--- src/sti_pkg.sv ---
// shared constants and carrier types for the serial audio input stage
package sti_pkg;

    // ======================================================================
    // framing modes (i2s is the reset default)
    // ======================================================================
    localparam logic [1:0] STI_MODE_I2S = 2'h0;
    localparam logic [1:0] STI_MODE_LJ  = 2'h1;
    localparam logic [1:0] STI_MODE_RJ  = 2'h2;

    // ======================================================================
    // sample word width codes and their bit counts
    // ======================================================================
    localparam logic [1:0] STI_WID_16 = 2'h0;
    localparam logic [1:0] STI_WID_18 = 2'h1;
    localparam logic [1:0] STI_WID_20 = 2'h2;
    localparam logic [1:0] STI_WID_24 = 2'h3;
    localparam logic [4:0] STI_BITS_16 = 5'h10;
    localparam logic [4:0] STI_BITS_18 = 5'h12;
    localparam logic [4:0] STI_BITS_20 = 5'h14;
    localparam logic [4:0] STI_BITS_24 = 5'h18;
    localparam int         STI_SAMPLE_W = 24;
    localparam logic [23:0] STI_ALL_ONES = 24'hffffff;

    // ======================================================================
    // oversampling ratio codes and divide factors to the biphase clock
    // biphase cell rate is 128 x frame rate
    // ======================================================================
    localparam logic [1:0] STI_RATIO_256 = 2'h0;
    localparam logic [1:0] STI_RATIO_384 = 2'h1;
    localparam logic [1:0] STI_RATIO_512 = 2'h2;
    localparam logic [1:0] STI_RATIO_768 = 2'h3;
    localparam logic [2:0] STI_DIV_256 = 3'h2;
    localparam logic [2:0] STI_DIV_384 = 3'h3;
    localparam logic [2:0] STI_DIV_512 = 3'h4;
    localparam logic [2:0] STI_DIV_768 = 3'h6;

    // ======================================================================
    // bit counter
    // ======================================================================
    localparam logic [7:0] STI_CNT_MAX = 8'hff;

    // ======================================================================
    // carriers
    // ======================================================================
    typedef struct packed {
        logic [1:0] mode;
        logic [1:0] width;
        logic [1:0] ratio;
    } sti_cfg_t;

    localparam sti_cfg_t STI_CFG_RST = '{mode: STI_MODE_I2S, width: STI_WID_24,
                                         ratio: STI_RATIO_256};

    typedef struct packed {
        logic [23:0] left;
        logic [23:0] right;
    } sti_pair_t;

endpackage

--- src/sti_biphase_div.sv ---
// divider from the sampled oversampling clock to the biphase clock tick
module sti_biphase_div
    import sti_pkg::*;
(
    input  wire logic       i_clk,      // system clock
    input  wire logic       i_rst_n,    // synchronised reset, active low
    input  wire logic       i_ce,       // clock enable
    input  wire logic       i_osc,      // oversample_clock level
    input  wire logic [1:0] i_ratio,    // ratio code
    output logic            o_tick      // one-cycle biphase tick
);

    logic       osc_prev_r;
    logic       osc_prev_nxt;
    logic [2:0] cnt_r;
    logic [2:0] cnt_nxt;
    logic       tick_r;
    logic       tick_nxt;
    logic [2:0] div;

    always_comb begin
        case (i_ratio)
            STI_RATIO_384: div = STI_DIV_384;
            STI_RATIO_512: div = STI_DIV_512;
            STI_RATIO_768: div = STI_DIV_768;
            default:       div = STI_DIV_256;
        endcase
        osc_prev_nxt = i_osc;
        cnt_nxt      = cnt_r;
        tick_nxt     = 1'b0;
        if (i_osc && !osc_prev_r) begin
            if (cnt_r >= div - 3'h1) begin
                cnt_nxt  = '0;
                tick_nxt = 1'b1;
            end else begin
                cnt_nxt = cnt_r + 3'h1;
            end
        end
    end

    always_ff @(posedge i_clk or negedge i_rst_n) begin
        if (!i_rst_n) begin
            osc_prev_r <= 1'b0;
            cnt_r      <= '0;
            tick_r     <= 1'b0;
        end else if (i_ce) begin
            osc_prev_r <= osc_prev_nxt;
            cnt_r      <= cnt_nxt;
            tick_r     <= tick_nxt;
        end
    end

    assign o_tick = tick_r;

endmodule

--- src/sti_serial_in.sv ---
// serial audio input stage of the s/pdif transmitter
module sti_serial_in
    import sti_pkg::*;
(
    input  wire logic       i_clk,              // system clock, 100 MHz
    input  wire logic       i_arst_n,           // async reset, active low
    input  wire logic       i_ce,               // clock enable, freezes all state except the reset synchroniser
    input  wire logic       i_cfg_wr,           // load configuration strobe
    input  wire sti_cfg_t   i_cfg,              // mode, width, ratio
    input  wire logic       i_bit_clk,          // serial bit clock level
    input  wire logic       i_frame_sync,       // left/right frame clock
    input  wire logic       i_serial_sample_in, // serial data
    input  wire logic       i_oversample_clock, // oversampling clock level
    output sti_cfg_t        o_cfg,              // configuration in force
    output sti_pair_t       o_pair,             // last completed sample pair
    output logic            o_pair_valid,       // one-cycle pulse with o_pair
    output logic            o_biphase_tick      // one-cycle biphase clock tick
);

    // ======================================================================
    // reset release
    // ======================================================================
    logic       rst_s1_r;
    logic       rst_n_r;

    always_ff @(posedge i_clk or negedge i_arst_n) begin
        if (!i_arst_n) begin
            rst_s1_r <= 1'b0;
            rst_n_r  <= 1'b0;
        end else begin
            rst_s1_r <= 1'b1;
            rst_n_r  <= rst_s1_r;
        end
    end

    // ======================================================================
    // configuration
    // ======================================================================
    sti_cfg_t   cfg_r;
    sti_cfg_t   cfg_nxt;

    always_comb begin
        cfg_nxt = cfg_r;
        if (i_cfg_wr) begin
            cfg_nxt = i_cfg;
        end
    end

    always_ff @(posedge i_clk or negedge rst_n_r) begin
        if (!rst_n_r) begin
            cfg_r <= STI_CFG_RST;
        end else if (i_ce) begin
            cfg_r <= cfg_nxt;
        end
    end

    // ======================================================================
    // word width decode
    // ======================================================================
    logic [4:0]  nbits;
    logic [23:0] mask;
    logic [4:0]  pad;

    always_comb begin
        case (cfg_r.width)
            STI_WID_16: nbits = STI_BITS_16;
            STI_WID_18: nbits = STI_BITS_18;
            STI_WID_20: nbits = STI_BITS_20;
            default:    nbits = STI_BITS_24;
        endcase
        pad  = STI_BITS_24 - nbits;
        mask = STI_ALL_ONES >> pad;
    end

    // ======================================================================
    // serial capture
    // ======================================================================
    logic        bclk_prev_r;
    logic        bclk_prev_nxt;
    logic        fs_prev_r;
    logic        fs_prev_nxt;
    logic        seen_r;
    logic        seen_nxt;
    logic        armed_r;
    logic        armed_nxt;
    logic [7:0]  cnt_r;
    logic [7:0]  cnt_nxt;
    logic [23:0] sh_r;
    logic [23:0] sh_nxt;
    logic [23:0] left_r;
    logic [23:0] left_nxt;
    logic        left_ok_r;
    logic        left_ok_nxt;
    sti_pair_t   pair_r;
    sti_pair_t   pair_nxt;
    logic        valid_r;
    logic        valid_nxt;
    logic        rise;
    logic        fs_edge;
    logic        old_left;
    logic        take;
    logic [7:0]  cnt_inc;
    logic [23:0] word;

    always_comb begin
        bclk_prev_nxt = i_bit_clk;
        fs_prev_nxt   = fs_prev_r;
        seen_nxt      = seen_r;
        armed_nxt     = armed_r;
        cnt_nxt       = cnt_r;
        sh_nxt        = sh_r;
        left_nxt      = left_r;
        left_ok_nxt   = left_ok_r;
        pair_nxt      = pair_r;
        valid_nxt     = 1'b0;
        rise          = i_bit_clk && !bclk_prev_r;
        // the first rise after reset learns the frame_sync level but flags no edge, so a
        // reset value unlike the idle line cannot fake a channel boundary
        fs_edge       = rise && armed_r && (i_frame_sync != fs_prev_r);
        // channel that just ended; i2s has the opposite polarity
        if (cfg_r.mode == STI_MODE_I2S) begin
            old_left = !fs_prev_r;
        end else begin
            old_left = fs_prev_r;
        end
        // word is msb-aligned in the 24-bit field, low bits zero
        word    = (sh_r & mask) << pad;
        cnt_inc = (cnt_r == STI_CNT_MAX) ? cnt_r : cnt_r + 8'h01;
        // left/i2s keep a fixed window; right-justified shifts the whole
        // channel so the last bits before the transition are the word
        case (cfg_r.mode)
            STI_MODE_LJ: take = (cnt_inc < {3'h0, nbits});
            STI_MODE_RJ: take = 1'b1;
            default:     take = (cnt_inc >= 8'h01) &&
                                (cnt_inc <= {3'h0, nbits});
        endcase
        if (rise) begin
            fs_prev_nxt = i_frame_sync;
            armed_nxt   = 1'b1;
            if (fs_edge) begin
                cnt_nxt  = '0;
                seen_nxt = 1'b1;
                // first channel after reset is partial, so it is dropped
                if (seen_r) begin
                    if (old_left) begin
                        left_nxt    = word;
                        left_ok_nxt = 1'b1;
                    end else if (left_ok_r) begin
                        pair_nxt    = '{left: left_r, right: word};
                        valid_nxt   = 1'b1;
                        left_ok_nxt = 1'b0;
                    end
                end
                if (cfg_r.mode == STI_MODE_I2S) begin
                    sh_nxt = '0;
                end else begin
                    sh_nxt = {23'h0, i_serial_sample_in};
                end
            end else begin
                cnt_nxt = cnt_inc;
                if (take) begin
                    sh_nxt = {sh_r[22:0], i_serial_sample_in};
                end
            end
        end
    end

    always_ff @(posedge i_clk or negedge rst_n_r) begin
        if (!rst_n_r) begin
            bclk_prev_r <= 1'b0;
            fs_prev_r   <= 1'b0;
            seen_r      <= 1'b0;
            armed_r     <= 1'b0;
            cnt_r       <= '0;
            sh_r        <= '0;
            left_r      <= '0;
            left_ok_r   <= 1'b0;
            pair_r      <= '0;
            valid_r     <= 1'b0;
        end else if (i_ce) begin
            bclk_prev_r <= bclk_prev_nxt;
            fs_prev_r   <= fs_prev_nxt;
            seen_r      <= seen_nxt;
            armed_r     <= armed_nxt;
            cnt_r       <= cnt_nxt;
            sh_r        <= sh_nxt;
            left_r      <= left_nxt;
            left_ok_r   <= left_ok_nxt;
            pair_r      <= pair_nxt;
            valid_r     <= valid_nxt;
        end
    end

    // ======================================================================
    // biphase clock divider
    // ======================================================================
    // limitation: the oversample clock is sampled by i_clk, so it must stay
    // below half the system clock rate
    logic tick;

    sti_biphase_div u_div (
        .i_clk   (i_clk),
        .i_rst_n (rst_n_r),
        .i_ce    (i_ce),
        .i_osc   (i_oversample_clock),
        .i_ratio (cfg_r.ratio),
        .o_tick  (tick)
    );

    // ======================================================================
    // outputs
    // ======================================================================
    assign o_cfg          = cfg_r;
    assign o_pair         = pair_r;
    assign o_pair_valid   = valid_r;
    assign o_biphase_tick = tick;

endmodule

--- config.mk ---
export PLATFORM = sky130hd
export DESIGN_NAME = sti_serial_in
export DESIGN_NICKNAME = d
export VERILOG_FILES = /design/src/sti_pkg.sv /design/src/sti_biphase_div.sv /design/src/sti_serial_in.sv
export SDC_FILE = /design/constraint.sdc
export NUM_CORES = 1
export LEC_CHECK = 0
export BUFFER_PORTS_ARGS = -buffer_cell sky130_fd_sc_hd__buf_2
export CELL_PAD_IN_SITES_DETAIL_PLACEMENT = 0
export CELL_PAD_IN_SITES_GLOBAL_PLACEMENT = 2
export CORE_MARGIN = 2
export CORE_UTILIZATION = 30
export CTS_CLUSTER_DIAMETER = 150
export DETAILED_ROUTE_END_ITERATION = 10
export GPL_TIMING_DRIVEN = 0
export PLACE_DENSITY_LB_ADDON = 0.08
export SLEW_MARGIN = 0
export SYNTH_ARGS = -nofsm -noshare
export SYNTH_HDL_FRONTEND = slang
export SYNTH_SLANG_ARGS = --single-unit
--- constraint.sdc ---
create_clock -name i_clk -period 8.8 [get_ports i_clk]
set_input_delay 0.44 -clock i_clk [delete_from_list [all_inputs] [get_ports i_clk]]
set_output_delay 0.44 -clock i_clk [all_outputs]
set_load 0.02 [all_outputs]
Word-level counts from Yosys, hierarchy flattened
Cells that the tools add are included.

Bits in registers: 123. Bits in writable memories: 0. Bits in latches: 0. Output and inout bits: 56. Memories kept: 0. Logic and storage cells: 77. ROM bits: 0.

Multipliers: 0. Shift-type cells: 2. Equality and inequality tests: 9. Bitwise gates (word level): 2. Muxes and demuxes: 18. Reductions and logical operators: 19. Div/mod/pow operators: 0. Magnitude comparators: 4. $add $sub $neg: 4.

Operator list (number): 24-bit two-way mux (2); 24-bit bitwise AND (1); 24-bit by 5-bit left shift with 24-bit output (1); 24-bit by 5-bit >> shifter with 24-bit output, first input constant (1); 8-bit two-way mux (2); 4-bit case mux with 3 select lines (1); 1-bit two-way mux (10); 3-bit case mux with 3 select lines (1); 8-bit by 1-bit adder with 8-bit output, second input constant (1); 2-bit equality test, second input constant (4); 8-bit equality test, second input constant (1); 8-bit by 1-bit greater-or-equal comparator with 1-bit output, second input constant (1); 8-bit by 5-bit less-or-equal comparator with 1-bit output (1); 8-bit by 5-bit < comparator with 1-bit output (1); 2-bit by 1-bit equality test with 1-bit output, second input constant (3); 2-bit AND reduction (3); 3-bit AND reduction (2); 6-bit AND reduction (1); 1-bit logical AND (5); 5-bit AND reduction (1); 5-bit subtractor, first input constant (1); 2-bit logical NOT (2); 4-bit AND reduction (1); 3-bit by 1-bit adder with 3-bit output, second input constant (1); other kinds (8) (10).

Depth between registers and ports, before layout
Depth after elaboration: 7. Depth in mapped cells: 15.

Hierarchy
Synthesis repeated with hierarchy kept, for this count alone.

Cells, all modules: 681. Area total of the unflattened synthesis: 6157.2 um2.

By module, submodules not included: sti_serial_in (seq. area each 2955.3 um2, cells an instance 647, times used 1, area an instance 5816.8 um2); sti_biphase_div (seq. area each 125.1 um2, cells an instance 34, times used 1, area an instance 340.3 um2).

Least setup slack after synthesis
Ideal clock, no wire load.

Path kind: reg-to-reg. From: register cnt_r[0]. To: register sh_r[7]. Cell stages (with the launch flop): 16. Data arrival time: 3.068 ns. Slack: 5.611 ns. Clock period less this slack: 3.189 ns. Buffers on the path: 2. Data required time: 8.679 ns. Path through: dfrtp_1 > ha_1 > buf_6 > and3_4 > and2_4 > nand2_1 > nand3_1 > o21a_1 > ha_1 > and4_1 > nor3_1 > a21o_1 > a311oi_4 > o311a_4 > buf_8 > a22o_1.

Word-level cells in the longest chain between the ends: 7.

RTL lines: start, declared (RTL line sti_serial_in.sv:86) `logic [7:0] cnt_r;`; start signal, assigned (RTL line sti_serial_in.sv:185) `cnt_r <= cnt_nxt;`; 8-bit by 1-bit adder with 8-bit output / 8-bit equality test (equally long branches) (RTL line sti_serial_in.sv:128) `cnt_inc = (cnt_r == STI_CNT_MAX) ? cnt_r : cnt_r + 8'h01;`; 8-bit two-way mux * (RTL line sti_serial_in.sv:128); 8-bit by 1-bit greater-or-equal comparator with 1-bit output / 8-bit by 5-bit less-or-equal comparator with 1-bit output (equally long branches) (RTL line sti_serial_in.sv:134, sti_serial_in.sv:135); 1-bit logical AND (RTL line sti_serial_in.sv:134) `default: take = (cnt_inc >= 8'h01) &&`; 1-bit case mux with 2 select lines * (RTL line sti_serial_in.sv:131) `case (cfg_r.mode)`; 2-bit nonzero test (no source line) *; 3-bit AND reduction (no source line) *; end signal, assigned (RTL line sti_serial_in.sv:186) `sh_r <= sh_nxt;`; end, declared (RTL line sti_serial_in.sv:88) `logic [23:0] sh_r;`.

Every way passes the cells marked *; elsewhere a longest branch is shown, timed or not. A chain may end at the register's enable or synchronous reset.

Final worst setup path
From: register cnt_r[0]. To: register sh_r[0].

The elaborated chain is that of the path after synthesis.

==> impl_results.md <==
- GR met1 Demand/Resource: 22.00%
- Hold Buf Count CTS: 1
- FF+latch count, synth: 123
- Register area share after synthesis: 50.41%
- Most frequent cells in the layout: nand2_1, dfrtp_1, buf_2
- First drt pass iteration count: 5
- I/O Pins: 70
- Synth warnings: 0
- Cell variety after synth: 54
- Vias in the first global route: 4615
- Final hold violation count: 0
- Syn Inst Count: 608
- Startpoint Class: flop
- Hold wc startpoint: i_frame_sync
- Pin count of the biggest net entering global routing: 65
- Vias/cell: 4.671
- Via count: 4578
- PostCTS Resize Cnt: 0
- Status: finished, final reports clean
- Max Cap Viol: 0
- Pwr Density: 247.9 mW/mm2
- Die ar.: 0.02153 mm2
- Chip Width: 146.7 um
- Die H: 146.7 um
- Fin. max-slew vios: 0
- Post-CTS Setup Bufs: 0
- HP Class: primary input to flop
- Initial antenna violation count: 0
- F_max: 281.6 MHz
- Wire per inst: 15.87 um
- Iteration-0 DRC Markers: 202
- Routed wire length: 15560 um
- Setup TNS Final: 0 ps
- Met3 global-route usage: 3.509%
- Post-route insts no fill: 980
- CTS tree: yes
- Post-DRT Antenna Nets: 0
- Root buf cell: clkbuf_16
- Pint: 1.258 mW
- Switching Share: 31.85%
- Period utilization: 40.36%
- Most common cell after layout, fill and taps aside: nand2_1
- Placed cells: 947
- Met2 Usage GRT: 22.63%
- Diode count: 0
- Initial Util: 30.40%
- Switching Power: 0.5882 mW
- Final Critical Period: 3552 ps
- Area growth syn-to-layout: 21.89%
- Worst ir drop on vdd: 0.0001192 V
- Clk Latency, worst-skew pair: 420 ps
- Post-synth EDFFs: 0
- Global routing's busiest layer: met2
- R2R Path Start: cnt_r[0]
- Tightest Pin Transition: 815.5 ps
- Mean post-synth cell area: 10.05 um2
- Setup violators final: 0
- Syn_nets: 640
- Mapped cell area: 0.006111 mm2
- Seq pwr share: 38.3%
- Unrepaired setup endpoints after global routing: false
- Rel. slew slack: 45.63%
- Share of cells above drive strength 1: 22.82%
- CTS Buf Count: 17
- First-pass GRT wire length: 25550 um
- Clock share of power: 39.5%
- CORE AREA: 0.02010 mm2
- Clock Sinks: 123
- CP Max Fanout: 9
- Worst Path Required: 9100 ps
- GRT Overall Usage: 15.24%
- Clock transition at path regs: 60 ps
- Synth Flop Type: dfrtp_1
- Lkg Pwr: 3.739 nW
- H-tree levels: 4
- CP Capture Type: flop
- Worst endpoint data arrival time: 3850 ps
- Crit. Startpoint: cnt_r[0]
- Residual DRC: 0
- Post-layout net count: 729
- Clock skew: 10.21 ps
- Routability cong.: 0.7724
- Gr ovfl total: 0
- DP HPWL: 11480 um
- FFs w/ async S/R, synth: 100.0%
- PortBufs: 68
- CTS max path bufs: 2
- Row count: 52
- Crit path kind: flop to flop
- Combinational power share: 22.1%
[power by group through the flow]
stage	Sequential, mW	Combinational [mW]	Clock, mW
after floorplan	0.728	0.277	0
after global placement	0.724	0.402	0
after detailed placement	0.719	0.412	0
after CTS	0.709	0.413	0.750
after global routing	0.720	0.459	0.780
final	0.708	0.409	0.730
[final timing paths]
kind                              end  slack (ps)  depth (start not counted)
setup / recovery              sh_r[0]        5250                         14
hold reg to reg               rst_n_r         350                          0
min in group asynchronous     rst_n_r         330                          2
max in group asynchronous  o_pair[21]        7570                          1
hold / removal              fs_prev_r         230                          3
setup reg to reg              sh_r[0]        5250                         14
[final cells by class]
class                           instances  area (um2)
Timing Repair Buffer                   70       377.9
Inverter                               13       48.80
Buffer                                 37       219.0
Clock buffer                           18       429.2
Tap cell                              270       337.8
Multi-Input combinational cell        435        2763
Sequential cell                       123        3084
Fill cell                            2095       12660
Clock inverter                         14       188.9
[flip-flops by register name (all words and copies together), names as in the netlist]
signal	flops
u_div.osc_prev_r	1
rst_n_r	1
u_div.cnt_r	3
left_ok_r	1
u_div.o_tick	1
bclk_prev_r	1
o_pair	48
sh_r	24
armed_r	1
rst_s1_r	1
o_cfg	6
cnt_r	8
fs_prev_r	1
o_pair_valid	1
left_r	24
seen_r	1
[critical path, stage by stage (launching register included)]
cell and delay, ps:
dfrtp_1 440, ha_1 240, buf_6 140, and3_4 190, and2_4 170, nand2_1 190, nand3_1 130, o21a_1 130
ha_1 310, and4_1 230, nor3_1 140, a21o_1 140, a311oi_4 120, o31ai_4 490, mux2_1 360
[synthesized netlist by cell type (3+ instances only)]
cell type	number	share of area, %
a21o_1	7	0.86
nor2b_1	10	1.0
nand3_2	3	0.49
buf_6	5	0.92
a21oi_1	19	1.6
nor3_1	5	0.41
nor2_1	17	1.0
mux2_1	6	1.1
and3_1	4	0.41
mux2_2	19	3.5
mux2i_1	24	3.9
ha_1	18	3.7
inv_1	13	0.80
nand2_1	169	10
o22ai_1	3	0.31
buf_2	10	0.82
and2_1	4	0.41
o21ai_1	23	1.9
clkbuf_1	14	0.86
buf_1	4	0.25
mux2_4	9	2.2
o21ai_0	25	2.0
a22o_1	23	3.3
a31oi_1	4	0.41
nand3_1	5	0.41
nand2b_1	4	0.41
nand3b_1	3	0.37
dfrtp_1	121	50
[stage by stage]
stage	total power [mW]	instance area (um2)	utilization (%)	hold slack (ps)	setup slack (ps)
after floorplan	1.005	6111	-	144.4	5123
after global placement	1.125	6789	33.77	225.1	3523
after detailed placement	1.131	6820	33.92	226.1	5254
after CTS	1.873	7448	37.05	218.5	5237
after global routing	1.959	7448	37.05	232.9	5075
final	1.847	7448	37.05	233.0	5248
[logic make-up after synthesis]
family | share of synthesized area, %
AND/OR/NAND/NOR | 16.91
flip-flops | 50.41
AO/OA/AOI/OAI | 13.37
multiplexers | 10.75
buffers and inverters | 4.382
adder cells (fa/ha/maj) | 3.686
XOR/XNOR | 0.4301
other | 0.06137
[per-layer routing]
metal | share of wire [%] | vias to the layer above
met4 | 1.3 | 0
met3 | 3.5 | 18
met1 | 51 | 2204
met5 | 0 | -
met2 | 44 | 81
li1 | - | 2275
(Power assumes the default switching activity.)
